$ cat src/cts_pkg.sv
// Shared constants and carrier types for the charge termination sequencer.
// Assumes a 10 MHz system clock and an AHB-Lite register port.
package cts_pkg;

	// Clock and oscillator timing
	localparam int CLK_PERIOD_NS = 100;
	localparam int OSC_PERIOD_NS = 7630;
	localparam int OSC_CYCLES = OSC_PERIOD_NS / CLK_PERIOD_NS;
	localparam int OSC_CNT_W = 7;

	// Shared counter chain and the tap that paces the long timers
	localparam int CHAIN_W = 25;
	localparam int TAP_BIT = 8;
	localparam longint TAP_PERIOD_NS = longint'(OSC_PERIOD_NS) * (64'd1 << TAP_BIT);

	// Time-outs and filters, as printed
	localparam longint PRE_TIME_S = 1;
	localparam longint PRE_TIME_MIN = 60;
	localparam longint CHG_TIME_H = 3;
	localparam longint REMOVAL_TIME_US = 859000;
	localparam longint TAPER_TIME_US = 3500000;
	localparam int PRE_TAPS = int'(PRE_TIME_S * PRE_TIME_MIN * 60 * 64'd1000000000 / TAP_PERIOD_NS);
	localparam int CHG_TAPS = int'(CHG_TIME_H * 3600 * 64'd1000000000 / TAP_PERIOD_NS);
	localparam int REMOVAL_TICKS = int'(REMOVAL_TIME_US * 1000 / OSC_PERIOD_NS);
	localparam int TAPER_TICKS = int'(TAPER_TIME_US * 1000 / OSC_PERIOD_NS);
	localparam int TMR_W = 32;

	// Register map (byte offsets)
	localparam logic [7:0] REG_CTRL = 8'h00;
	localparam logic [7:0] REG_STAT = 8'h04;
	localparam logic [7:0] REG_CHAIN = 8'h08;
	localparam logic [7:0] REG_PRE_TMR = 8'h0C;
	localparam logic [7:0] REG_CHG_TMR = 8'h10;
	localparam int CTRL_RESET_BIT = 0;
	localparam int CTRL_TEST_BIT = 1;
	localparam logic [1:0] CTRL_RST_VAL = 2'h0;

	// Comparator flags after digitisation
	typedef struct packed {
		logic battery_high_flag;
		logic battery_low_flag;
		logic taper_flag;
		logic cold_flag;
		logic hot_flag;
		logic thermistor_reset_flag;
		logic supply_undervoltage_flag;
	} cts_flags_t;
	localparam cts_flags_t FLAGS_RST = 7'h01;

	// Pin and source controls
	typedef struct packed {
		logic charger_off_oe_n;
		logic status_hard_oe_n;
		logic status_soft_en;
		logic trickle_en;
		logic charge_src_en;
		logic sense_sink_en;
		logic divider_connect;
	} cts_drive_t;
	localparam cts_drive_t DRIVE_RST = 7'h60;

	typedef enum logic [2:0] {
		ST_PRECOND,
		ST_ON,
		ST_PAUSE,
		ST_DONE,
		ST_NOBAT
	} cts_state_t;

	localparam logic [1:0] HTRANS_NONSEQ = 2'h2;

endpackage

$ cat src/cts_sequencer.sv
// Logic and timer core of the charge termination controller, with registers.
// Assumes asynchronous comparator flags and an AHB-Lite master on hclk.
//
// Notes on behaviour
// - Oscillator tick near 7.63 us, 25-stage chain
// - Precondition ends after one hour timer
// - Charger stopped after three hours charging
// - Short battery-high blips ignored, timers kept
// - Taper flag accepted after 3.5 s filter
// - Battery-high flag marks pack removal
// - Battery-low flag starts trickle preconditioning
// - Trickle source in precondition, small in charge
// - Sources off in idle states, hold, reset
// - Sense sink only in the precondition and charge states
// - Thermistor out of range freezes state, timers
// - Hold stops charger, sources; status kept
// - Thermistor reset clears timers, forces charge
// - Reset mode pulls status low except on undervoltage, sources off
// - Power-up starts in reset mode
// - Undervoltage shuts down, divider disconnected
// - Hard status pull-down, soft after taper
// - Charger-off released to run, low stops
// - Battery-high while charging clamps charger-off
// - On to pause; pause resolves after filter
// - Done leaves only to no-battery, or to charge in reset mode
// - No-battery to charge after filter low
// - Precondition timeout to done; low returns
`timescale 1ns/10ps
`default_nettype none

module cts_sequencer #(
	parameter int PRE_TAPS = cts_pkg::PRE_TAPS,
	parameter int CHG_TAPS = cts_pkg::CHG_TAPS,
	parameter int REMOVAL_TICKS = cts_pkg::REMOVAL_TICKS,
	parameter int TAPER_TICKS = cts_pkg::TAPER_TICKS
)(
	input wire logic hclk,
	input wire logic hresetn,
	input wire logic hsel,
	input wire logic [31:0] haddr,
	input wire logic [1:0] htrans,
	input wire logic hwrite,
	input wire logic [2:0] hsize,
	input wire logic [31:0] hwdata,
	input wire logic hready,
	output logic [31:0] hrdata,
	output logic hreadyout,
	output logic hresp,
	input wire cts_pkg::cts_flags_t flags_async,
	output cts_pkg::cts_drive_t drive,
	output logic charger_off_out,
	output logic status_out
);

	logic [6:0] sync1;
	logic [6:0] sync2;
	logic [6:0] sync3;
	cts_pkg::cts_flags_t flg;
	logic [cts_pkg::OSC_CNT_W-1:0] osc_cnt;
	logic osc_tick;
	logic tick;
	logic tap_tick;
	logic [cts_pkg::CHAIN_W-1:0] chain;
	logic [cts_pkg::TMR_W-1:0] pre_timer;
	logic [cts_pkg::TMR_W-1:0] chg_timer;
	logic [cts_pkg::TMR_W-1:0] rem_cnt;
	logic [cts_pkg::TMR_W-1:0] taper_cnt;
	logic rem_level;
	logic rem_done;
	logic taper_done;
	logic powerup;
	logic [1:0] ctrl;
	logic reset_mode;
	logic hold_mode;
	logic run;
	cts_pkg::cts_state_t state;
	cts_pkg::cts_state_t next_state;
	logic in_charge;
	logic pre_timeout;
	logic chg_timeout;
	logic wr_pend;
	logic [7:0] wr_addr;

	assign charger_off_out = 1'b0;
	assign status_out = 1'b0;
	assign hreadyout = 1'b1;
	assign hresp = 1'b0;

	// Three-stage synchroniser; a bit changes when stages two and three agree
	always_ff @(posedge hclk or negedge hresetn)
	begin
		if (!hresetn)
		begin
			sync1 <= cts_pkg::FLAGS_RST;
			sync2 <= cts_pkg::FLAGS_RST;
			sync3 <= cts_pkg::FLAGS_RST;
			flg <= cts_pkg::FLAGS_RST;
		end
		else
		begin
			sync1 <= flags_async;
			sync2 <= sync1;
			sync3 <= sync2;
			flg <= (sync3 & ~(sync2 ^ sync3)) | (flg & (sync2 ^ sync3));
		end
	end

	// Power-up pulse: one cycle of reset mode after release
	always_ff @(posedge hclk or negedge hresetn)
	begin
		if (!hresetn)
			powerup <= 1'b1;
		else
			powerup <= 1'b0;
	end

	assign reset_mode = powerup || flg.supply_undervoltage_flag || flg.thermistor_reset_flag
		|| ctrl[cts_pkg::CTRL_RESET_BIT];
	assign hold_mode = !reset_mode && (flg.cold_flag || flg.hot_flag);
	assign run = !reset_mode && !hold_mode;

	// Oscillator divider
	always_ff @(posedge hclk or negedge hresetn)
	begin
		if (!hresetn)
			osc_cnt <= '0;
		else if (osc_tick)
			osc_cnt <= '0;
		else
			osc_cnt <= osc_cnt + 1'b1;
	end
	assign osc_tick = (osc_cnt == cts_pkg::OSC_CYCLES[cts_pkg::OSC_CNT_W-1:0] - 1'b1);
	assign tick = osc_tick || ctrl[cts_pkg::CTRL_TEST_BIT];
	assign tap_tick = tick && (&chain[cts_pkg::TAP_BIT-1:0]);

	// Shared chain, cleared in reset mode, frozen in hold
	always_ff @(posedge hclk or negedge hresetn)
	begin
		if (!hresetn)
			chain <= '0;
		else if (reset_mode)
			chain <= '0;
		else if (run && tick)
			chain <= chain + 1'b1;
	end

	// Long timers paced by the chain tap
	always_ff @(posedge hclk or negedge hresetn)
	begin
		if (!hresetn)
		begin
			pre_timer <= '0;
			chg_timer <= '0;
		end
		else if (reset_mode || (run && state == cts_pkg::ST_NOBAT))
		begin
			pre_timer <= '0;
			chg_timer <= '0;
		end
		else if (run && tap_tick)
		begin
			if (state == cts_pkg::ST_PRECOND && !pre_timeout)
				pre_timer <= pre_timer + 1'b1;
			if (state == cts_pkg::ST_ON && !chg_timeout)
				chg_timer <= chg_timer + 1'b1;
		end
	end
	assign pre_timeout = (pre_timer >= PRE_TAPS);
	assign chg_timeout = (chg_timer >= CHG_TAPS);

	// Removal filter: restarts on every change of the battery-high level
	always_ff @(posedge hclk or negedge hresetn)
	begin
		if (!hresetn)
		begin
			rem_cnt <= '0;
			rem_level <= 1'b0;
		end
		else if (reset_mode || flg.battery_high_flag != rem_level)
		begin
			rem_cnt <= '0;
			rem_level <= flg.battery_high_flag;
		end
		else if (run && tick && !rem_done)
			rem_cnt <= rem_cnt + 1'b1;
	end
	assign rem_done = (rem_cnt >= REMOVAL_TICKS);

	// Taper filter and its sticky result
	always_ff @(posedge hclk or negedge hresetn)
	begin
		if (!hresetn)
		begin
			taper_cnt <= '0;
			taper_done <= 1'b0;
		end
		else if (reset_mode || (run && state == cts_pkg::ST_NOBAT))
		begin
			taper_cnt <= '0;
			taper_done <= 1'b0;
		end
		else if (!flg.taper_flag || state != cts_pkg::ST_ON)
			taper_cnt <= '0;
		else if (run && tick && !taper_done)
		begin
			if (taper_cnt == TAPER_TICKS - 1)
				taper_done <= 1'b1;
			taper_cnt <= taper_cnt + 1'b1;
		end
	end

	// State transitions
	always_comb
	begin
		next_state = state;
		case (state)
			cts_pkg::ST_PRECOND:
			begin
				if (pre_timeout)
					next_state = cts_pkg::ST_DONE;
				else if (!flg.battery_low_flag)
					next_state = cts_pkg::ST_ON;
			end
			cts_pkg::ST_ON:
			begin
				if (chg_timeout)
					next_state = cts_pkg::ST_DONE;
				else if (flg.battery_high_flag)
					next_state = cts_pkg::ST_PAUSE;
				else if (flg.battery_low_flag)
					next_state = cts_pkg::ST_PRECOND;
			end
			cts_pkg::ST_PAUSE:
			begin
				if (rem_done && rem_level)
					next_state = cts_pkg::ST_NOBAT;
				else if (rem_done && !rem_level)
					next_state = cts_pkg::ST_ON;
			end
			cts_pkg::ST_DONE:
			begin
				if (rem_done && rem_level)
					next_state = cts_pkg::ST_NOBAT;
			end
			cts_pkg::ST_NOBAT:
			begin
				if (rem_done && !rem_level)
					next_state = flg.battery_low_flag ? cts_pkg::ST_PRECOND
						: cts_pkg::ST_ON;
			end
			default:
				next_state = cts_pkg::ST_PRECOND;
		endcase
	end

	always_ff @(posedge hclk or negedge hresetn)
	begin
		if (!hresetn)
			state <= cts_pkg::ST_PRECOND;
		else if (reset_mode)
			state <= flg.battery_low_flag ? cts_pkg::ST_PRECOND : cts_pkg::ST_ON;
		else if (run)
			state <= next_state;
	end

	assign in_charge = (state == cts_pkg::ST_PRECOND) || (state == cts_pkg::ST_ON);

	// Registered pin and source controls
	always_ff @(posedge hclk or negedge hresetn)
	begin
		if (!hresetn)
			drive <= cts_pkg::DRIVE_RST;
		else if (flg.supply_undervoltage_flag)
			drive <= cts_pkg::DRIVE_RST;
		else if (reset_mode)
		begin
			drive.charger_off_oe_n <= 1'b0;
			drive.status_hard_oe_n <= 1'b0;
			drive.status_soft_en <= 1'b0;
			drive.trickle_en <= 1'b0;
			drive.charge_src_en <= 1'b0;
			drive.sense_sink_en <= 1'b0;
			drive.divider_connect <= 1'b1;
		end
		else if (hold_mode)
		begin
			drive.charger_off_oe_n <= 1'b0;
			drive.trickle_en <= 1'b0;
			drive.charge_src_en <= 1'b0;
			drive.sense_sink_en <= 1'b0;
			drive.divider_connect <= 1'b1;
		end
		else
		begin
			drive.charger_off_oe_n <= (state == cts_pkg::ST_ON && !flg.battery_high_flag);
			drive.status_hard_oe_n <= !(state == cts_pkg::ST_PRECOND
				|| (state != cts_pkg::ST_DONE && state != cts_pkg::ST_NOBAT && !taper_done));
			drive.status_soft_en <= (state == cts_pkg::ST_ON || state == cts_pkg::ST_PAUSE)
				&& taper_done;
			drive.trickle_en <= (state == cts_pkg::ST_PRECOND);
			drive.charge_src_en <= (state == cts_pkg::ST_ON);
			drive.sense_sink_en <= in_charge;
			drive.divider_connect <= 1'b1;
		end
	end

	// Bus slave: zero wait states, reads registered at the address phase
	always_ff @(posedge hclk or negedge hresetn)
	begin
		if (!hresetn)
		begin
			wr_pend <= 1'b0;
			wr_addr <= '0;
		end
		else if (hready)
		begin
			wr_pend <= hsel && hwrite && htrans == cts_pkg::HTRANS_NONSEQ;
			wr_addr <= haddr[7:0];
		end
	end

	always_ff @(posedge hclk or negedge hresetn)
	begin
		if (!hresetn)
			ctrl <= cts_pkg::CTRL_RST_VAL;
		else if (wr_pend && wr_addr == cts_pkg::REG_CTRL)
			ctrl <= hwdata[1:0];
	end

	always_ff @(posedge hclk or negedge hresetn)
	begin
		if (!hresetn)
			hrdata <= '0;
		else if (hready && hsel && !hwrite && htrans == cts_pkg::HTRANS_NONSEQ)
		begin
			case (haddr[7:0])
				cts_pkg::REG_CTRL: hrdata <= {30'h0, ctrl};
				cts_pkg::REG_STAT: hrdata <= {17'h0, drive, flg.supply_undervoltage_flag,
					taper_done, hold_mode, reset_mode, 1'b0, state};
				cts_pkg::REG_CHAIN: hrdata <= {7'h0, chain};
				cts_pkg::REG_PRE_TMR: hrdata <= pre_timer;
				cts_pkg::REG_CHG_TMR: hrdata <= chg_timer;
				default: hrdata <= 32'h0;
			endcase
		end
	end
endmodule

`default_nettype wire

$ cat config.mk
export PLATFORM = sky130hd
export DESIGN_NAME = cts_sequencer
export DESIGN_NICKNAME = d
export VERILOG_FILES = /design/src/cts_pkg.sv /design/src/cts_sequencer.sv
export SDC_FILE = /design/constraint.sdc
export NUM_CORES = 1
export LEC_CHECK = 0
export BUFFER_PORTS_ARGS = -buffer_cell sky130_fd_sc_hd__buf_2
export CAP_MARGIN = 10
export CORE_UTILIZATION = 52
export DETAILED_ROUTE_END_ITERATION = 8
export PLACE_DENSITY = 0.68
export SYNTH_ARGS = -nofsm -noshare
export SYNTH_HDL_FRONTEND = slang
export SYNTH_SLANG_ARGS = --single-unit
$ cat constraint.sdc
create_clock -name hclk -period 3.5 [get_ports hclk]
set_input_delay 0.525 -clock hclk [delete_from_list [all_inputs] [get_ports hclk]]
set_output_delay 0.525 -clock hclk [all_outputs]
set_load 0.05 [all_outputs]
==> results of run 1 <==
## final cells by class
class / instances / share of cell area, %
sequential: 244 / 46.39
clock inverter: 14 / 1.338
multi-input combinational: 808 / 39.57
clock buffer: 35 / 5.657
timing repair buffer: 83 / 3.816
inverter: 20 / 0.5695
tap: 280 / 2.658
## cells in the mapped netlist, drive strengths merged (19+ instances only)
| library cell | number | area share [%] |
|---|---|---|
| xor2 | 66 | 5.0 |
| and2 | 27 | 1.5 |
| nor4 | 19 | 1.4 |
| and3 | 40 | 2.2 |
| inv | 20 | 0.65 |
| nand4 | 38 | 2.0 |
| nor3 | 22 | 1.2 |
| nand3 | 45 | 2.0 |
| a21oi | 28 | 1.2 |
| dfrtp | 237 | 51 |
| buf | 22 | 1.0 |
| xnor2 | 31 | 2.3 |
| nor2 | 135 | 4.4 |
| o21ai | 48 | 2.1 |
| clkbuf | 36 | 1.2 |
| mux2 | 23 | 2.2 |
| nand2 | 103 | 3.4 |
## routing by layer
metal	vias to the layer above	part of all wire [%]	global-route usage, %
met3	31	4.7	3.084
met1	4268	48	35.14
met2	215	46	37.31
met5	-	0	0
met4	0	1.4	5.594
li1	4110	-	-
## through the flow
step	std cells	power [mW]	hold WS, ns
floorplan	1130	3.077	0.2294
global route	1484	6.281	0.05346
global placement	1435	3.204	0.3314
finish	1484	6.080	0.0002218
detailed placement	1435	3.209	0.3347
CTS	1484	6.151	0.02708
## state kept, by name, indices dropped and copies added (netlist names), 8 cells and up, named ones only
register,count
pre_timer,32
rem_cnt,32
chg_timer,32
hrdata,32
wr_addr,8
chain,25
taper_cnt,32
## report_power, final
part,internal (mW),switching (mW)
logic,0.0694,0.181
registers,2.87,0.0364
clock network,1.79,1.13
## worst max path at each step
stage                       from       endpoint  slack, ns  cells past startpoint
global route        chg_timer[1]  chg_timer[14]       0.33                      9
global placement        haddr[0]      hrdata[2]       0.54                      8
floorplan           chg_timer[0]   chg_timer[9]       0.94                      8
CTS                 chg_timer[1]  chg_timer[14]       0.50                      9
detailed placement      haddr[0]     hrdata[14]       0.49                      8
finish              chg_timer[1]  chg_timer[14]       0.46                      9
## kinds of logic after synthesis
kind of cell / synth area share, %
DFF: 52.56
other: 0.06455
xor gates and xnor gates: 7.303
adders and majority gates: 2.000
and+or+nand+nor: 21.99
muxes: 3.001
buffers and inverters: 2.818
AOI/OAI and AO/OA: 10.26
## cells in the final DEF (no fill, tap or decap), drive strengths merged, types with 18 or more instances in the layout
| cell | netlist | final |
|---|---|---|
| xnor2 | 31 | 31 |
| mux2 | 23 | 23 |
| and3 | 40 | 40 |
| nand3 | 45 | 45 |
| clkbuf | 36 | 35 |
| and2 | 27 | 27 |
| a21oi | 28 | 28 |
| a22oi | 18 | 18 |
| dfrtp | 237 | 237 |
| inv | 20 | 21 |
| nand2 | 103 | 103 |
| nor4 | 19 | 19 |
| o21ai | 48 | 48 |
| nand4 | 38 | 38 |
| nor2 | 135 | 135 |
| xor2 | 66 | 66 |
| buf | 22 | 83 |
| nor3 | 22 | 22 |
==> results.sh, run 1 <==
export IMPL_track_usage_pct=23.80
export IMPL_critPathMaxFanout=7
export IMPL_cp_arrival_ns=3.49
export IMPL_cts_setup_buffers=0
export IMPL_die_w_um=151.6
export IMPL_cellPowerDensity_nw_per_um2=461.3
export IMPL_setup_viol=0
export IMPL_cts_tree="yes"
export IMPL_fin_nets=1278
export IMPL_dp_slack_ns=0.4927
export IMPL_rrSetupSlack_ns=0.46
export IMPL_finalCoreUtilization_pct=60.21
export IMPL_multi_input_comb_area_um2=5216
export IMPL_fillCellCount=1884
export IMPL_worst_slew_pin_slew_ns=1.068
export IMPL_drt_iter0_drc=709
export IMPL_max_slew_margin_pct=28.62
export IMPL_clk_latency_ns=0.53
export IMPL_synth_edff_count=0
export IMPL_critPathLaunchType="register"
export IMPL_grt_pass1_wl_mm=42.95
export IMPL_cts_root_buf="clkbuf_16"
export IMPL_cts_max_path_buffers=3
export IMPL_async_flop_share_pct=100.0
export IMPL_area_delta_synth_final_pct=13.30
export IMPL_criticalPathCategory="reg2reg"
export IMPL_leakagePower_nw=5.697
export IMPL_slew_viol_final=0
export IMPL_first_global_vias=8201
export IMPL_die_h_um=151.6
export IMPL_crit_path_top_delay_cell="a2111oi_2"
export IMPL_worst_r2r_startpoint="chg_timer[1]"
export IMPL_timing_fmax_mhz=328.7
export IMPL_initial_utilization_pct=53.14
export IMPL_post_dp_cell_area_um2=12260
export IMPL_slowest_delay_ns=0.45
export IMPL_dp_hpwl_mm=17.78
export IMPL_finalSetupTns_ns=0
export IMPL_min_path_type="in2async"
export IMPL_overflow=0
export IMPL_layout_setup_ws_ns=0.4579
export IMPL_stdcell_area_um2=13180
export IMPL_seqCellArea_um2=6115
export IMPL_drt_wirelength_per_cell_um=17.63
export IMPL_grt_max_degree=91
export IMPL_post_synth_num_cell_types=79
export IMPL_cp_end_kind="register"
export IMPL_cts_max_level=1
export IMPL_synthFlopType="dfrtp_1"
export IMPL_post_cts_resized=0
export IMPL_maxCapViolations=0
export IMPL_num_vias=8624
export IMPL_critical_path_top_delay_family="compound AO/OA/AOI/OAI gates"
export IMPL_vias_per_cell=5.811
export IMPL_grt_setup_unrepaired="no"
export IMPL_diodes=0
export IMPL_ir_drop_mv=0.3099
export IMPL_gp_congestion=0.8395
export IMPL_status="complete, no violations"
export IMPL_dieArea_um2=22980
export IMPL_crit_chain="inv_1 > ha_1 > or3b_1 > a2111oi_2 > o21ai_2 > a211oi_2 > o21ai_1 > or3_1 > a21oi_1"
export IMPL_cts_made_buffers=27
export IMPL_core_um2=21890
export IMPL_r2r_cells=9
export IMPL_cts_hold_buf=0
export IMPL_syn_area_per_cell_um2=10.32
export IMPL_drive_above_1_share_pct=15.95
export IMPL_ys_warn_count=0
export IMPL_fin_skew_ns=0.01270
export IMPL_drt_wl_total_mm=26.16
export IMPL_route_detailed_drc=0
export IMPL_num_rows=54
export IMPL_dr_pass1_iters=6
export IMPL_r2r_end="chg_timer[14]"
export IMPL_ioPinCount=124
export IMPL_synthCells=1127
export IMPL_crit_required_ns=3.95
export IMPL_synth_area_um2=11630
export IMPL_finalHoldViolCount=0
export IMPL_cts_clk_slew_worst_paths_ns=0.06
export IMPL_cts_sinks=244
export IMPL_ant_nets=0
export IMPL_io_buffers=62
export IMPL_ys_seq_elements=244
export IMPL_period_needed_ns=3.042
export IMPL_antenna_found_initial=0
export IMPL_synth_seq_area_share_pct=52.56
export IMPL_period_share_pct=86.92
export IMPL_cp_buffers_inverters=1
Note: power is estimated with default switching activity, not from simulation.
==> inputs of run 2 (changes only) <==
--- a/config.mk
+++ b/config.mk
@@ -9,6 +9,7 @@
 export CAP_MARGIN = 10
 export CORE_UTILIZATION = 52
 export DETAILED_ROUTE_END_ITERATION = 8
+export MAX_ROUTING_LAYER = met4
 export PLACE_DENSITY = 0.68
 export SYNTH_ARGS = -nofsm -noshare
 export SYNTH_HDL_FRONTEND = slang
==> run 2 against run 1 <==
- the run now ends with hold timing left
- register-to-register slack about the same
- non-clock buffer count stayed put
- first-iteration DRC count decreased by 2.3%
- die area unchanged
- core utilization unchanged
- global-route usage rose by 0.70 points
- clock power about the same
- critical path depth is the same
- final cell count stayed put
- clock skew shrank 0.0016 ns
- combinational power about the same
- sequential share of layout area is the same
==> results.sh, run 2 (same netlist as run 1, synthesis figures left out) <==
export IMPL_status="finished, violations left"
export IMPL_violations="hold timing"
export IMPL_worst_r2r_startpoint="chg_timer[1]"
export IMPL_vias_per_cell=5.784
export IMPL_cts_tree="yes"
export IMPL_post_dp_cell_area_um2=12260
export IMPL_route_detailed_drc=0
export IMPL_setup_viol=0
export IMPL_drive_above_1_share_pct=15.95
export IMPL_cp_arrival_ns=3.50
export IMPL_ant_nets=0
export IMPL_grt_max_degree=91
export IMPL_finalSetupTns_ns=0
export IMPL_dp_hpwl_mm=17.78
export IMPL_crit_start="chg_timer[1]"
export IMPL_max_slew_margin_pct=27.79
export IMPL_drt_iter0_drc=693
export IMPL_critPathLaunchType="register"
export IMPL_track_usage_pct=24.50
export IMPL_io_buffers=62
export IMPL_drt_wl_total_mm=26.27
export IMPL_cp_end_kind="register"
export IMPL_dieArea_um2=22980
export IMPL_layout_commonest_cell="dfrtp_1"
export IMPL_antenna_found_initial=0
export IMPL_cts_hold_buf=0
export IMPL_post_cts_resized=0
export IMPL_drt_wirelength_per_cell_um=17.70
export IMPL_critPathMaxFanout=7
export IMPL_grt_setup_unrepaired="no"
export IMPL_fin_skew_ns=0.01113
export IMPL_die_w_um=151.6
export IMPL_ioPinCount=124
export IMPL_cts_max_level=1
export IMPL_slew_viol_final=0
export IMPL_cts_made_buffers=27
export IMPL_layout_setup_ws_ns=0.4505
export IMPL_ir_drop_mv=0.3100
export IMPL_cts_setup_buffers=0
export IMPL_finalPower_mw=6.083
export IMPL_cts_root_buf="clkbuf_16"
export IMPL_dp_slack_ns=0.4927
export IMPL_clk_latency_ns=0.53
export IMPL_dr_pass1_iters=5
export IMPL_stdcell_count=1484
export IMPL_die_h_um=151.6
export IMPL_cts_clk_slew_worst_paths_ns=0.06
export IMPL_cts_max_path_buffers=3
export IMPL_core_um2=21890
export IMPL_num_vias=8584
export IMPL_final_cell_mix="dfrtp_1 (237), nor2_1 (133), nand2_1 (100), xor2_1 (66), buf_2 (61)"
export IMPL_num_rows=54
export IMPL_timing_fmax_mhz=327.9
export IMPL_overflow=0
export IMPL_leakagePower_nw=5.697
export IMPL_holdWs_ns=-0.001982
export IMPL_period_needed_ns=3.050
export IMPL_crit_required_ns=3.95
export IMPL_stdcell_area_um2=13180
export IMPL_cts_sinks=244
export IMPL_fin_nets=1278
export IMPL_period_share_pct=87.13
export IMPL_finalHoldViolCount=1
export IMPL_grt_pass1_wl_mm=42.95
export IMPL_placed_cells=1435
export IMPL_maxCapViolations=0
export IMPL_area_delta_synth_final_pct=13.30
export IMPL_gp_congestion=0.8525
export IMPL_criticalPathCategory="reg2reg"
export IMPL_diodes=0
export IMPL_initial_utilization_pct=53.14
export IMPL_finalCoreUtilization_pct=60.21
export IMPL_cellPowerDensity_nw_per_um2=461.5
export IMPL_worst_slew_pin_slew_ns=1.081
export IMPL_min_path_type="in2async"
export IMPL_first_global_vias=8203
[run 2: cell counts in the layout (fill, tap and decap cells not counted)]
No cell type changed its count.
[run 2: layer usage]
| layer | up-vias | global-route usage (%) | wire length, um |
|---|---|---|---|
| li1 | 4105 | - | - |
| met3 | 36 | 3.024 | 1158 |
| met2 | 201 | 37.31 | 11970 |
| met1 | 4242 | 35.16 | 12710 |
| met5 | - | - | 0 |
| met4 | 0 | 5.594 | 432 |
[run 2: path summary, 6_finish.rpt]
kind | end | slack, ns | cells past startpoint
max reg2reg | chg_timer[14] | 0.45 | 9
min in group hclk | sync1[0] | 0.09 | 1
max in group asynchronous | hrdata[29] | 2.65 | 2
min reg2reg | sync2[3] | 0.35 | 0
min | rem_cnt[8] | -0.002 | 1
max | chg_timer[14] | 0.45 | 9
[run 2: power breakdown]
part           internal [mW]  switching (mW)  leakage [nW]  total (mW)
registers               2.87          0.0367          3.29        2.90
clock network           1.79            1.14         0.459        2.93
logic                 0.0694           0.181          1.95       0.251
total                   4.73            1.35          5.70        6.08
[run 2: cell type report]
class | instances | area (um^2)
fillers | 1884 | 8710
inverters | 20 | 75.07
well taps | 280 | 350.3
flip-flops and latches | 244 | 6115
clock buffers | 35 | 745.7
clock inverters | 14 | 176.4
repair buffers | 83 | 503.0
multi-input cells | 808 | 5216
[run 2: critical path: stages (launching register included)]
cell and delay, ns:
dfrtp_1 0.44, inv_1 0.11, ha_1 0.18, or3b_1 0.37, a2111oi_2 0.45, o21ai_2 0.17
a211oi_2 0.39, o21ai_1 0.30, or3_1 0.42, a21oi_1 0.14
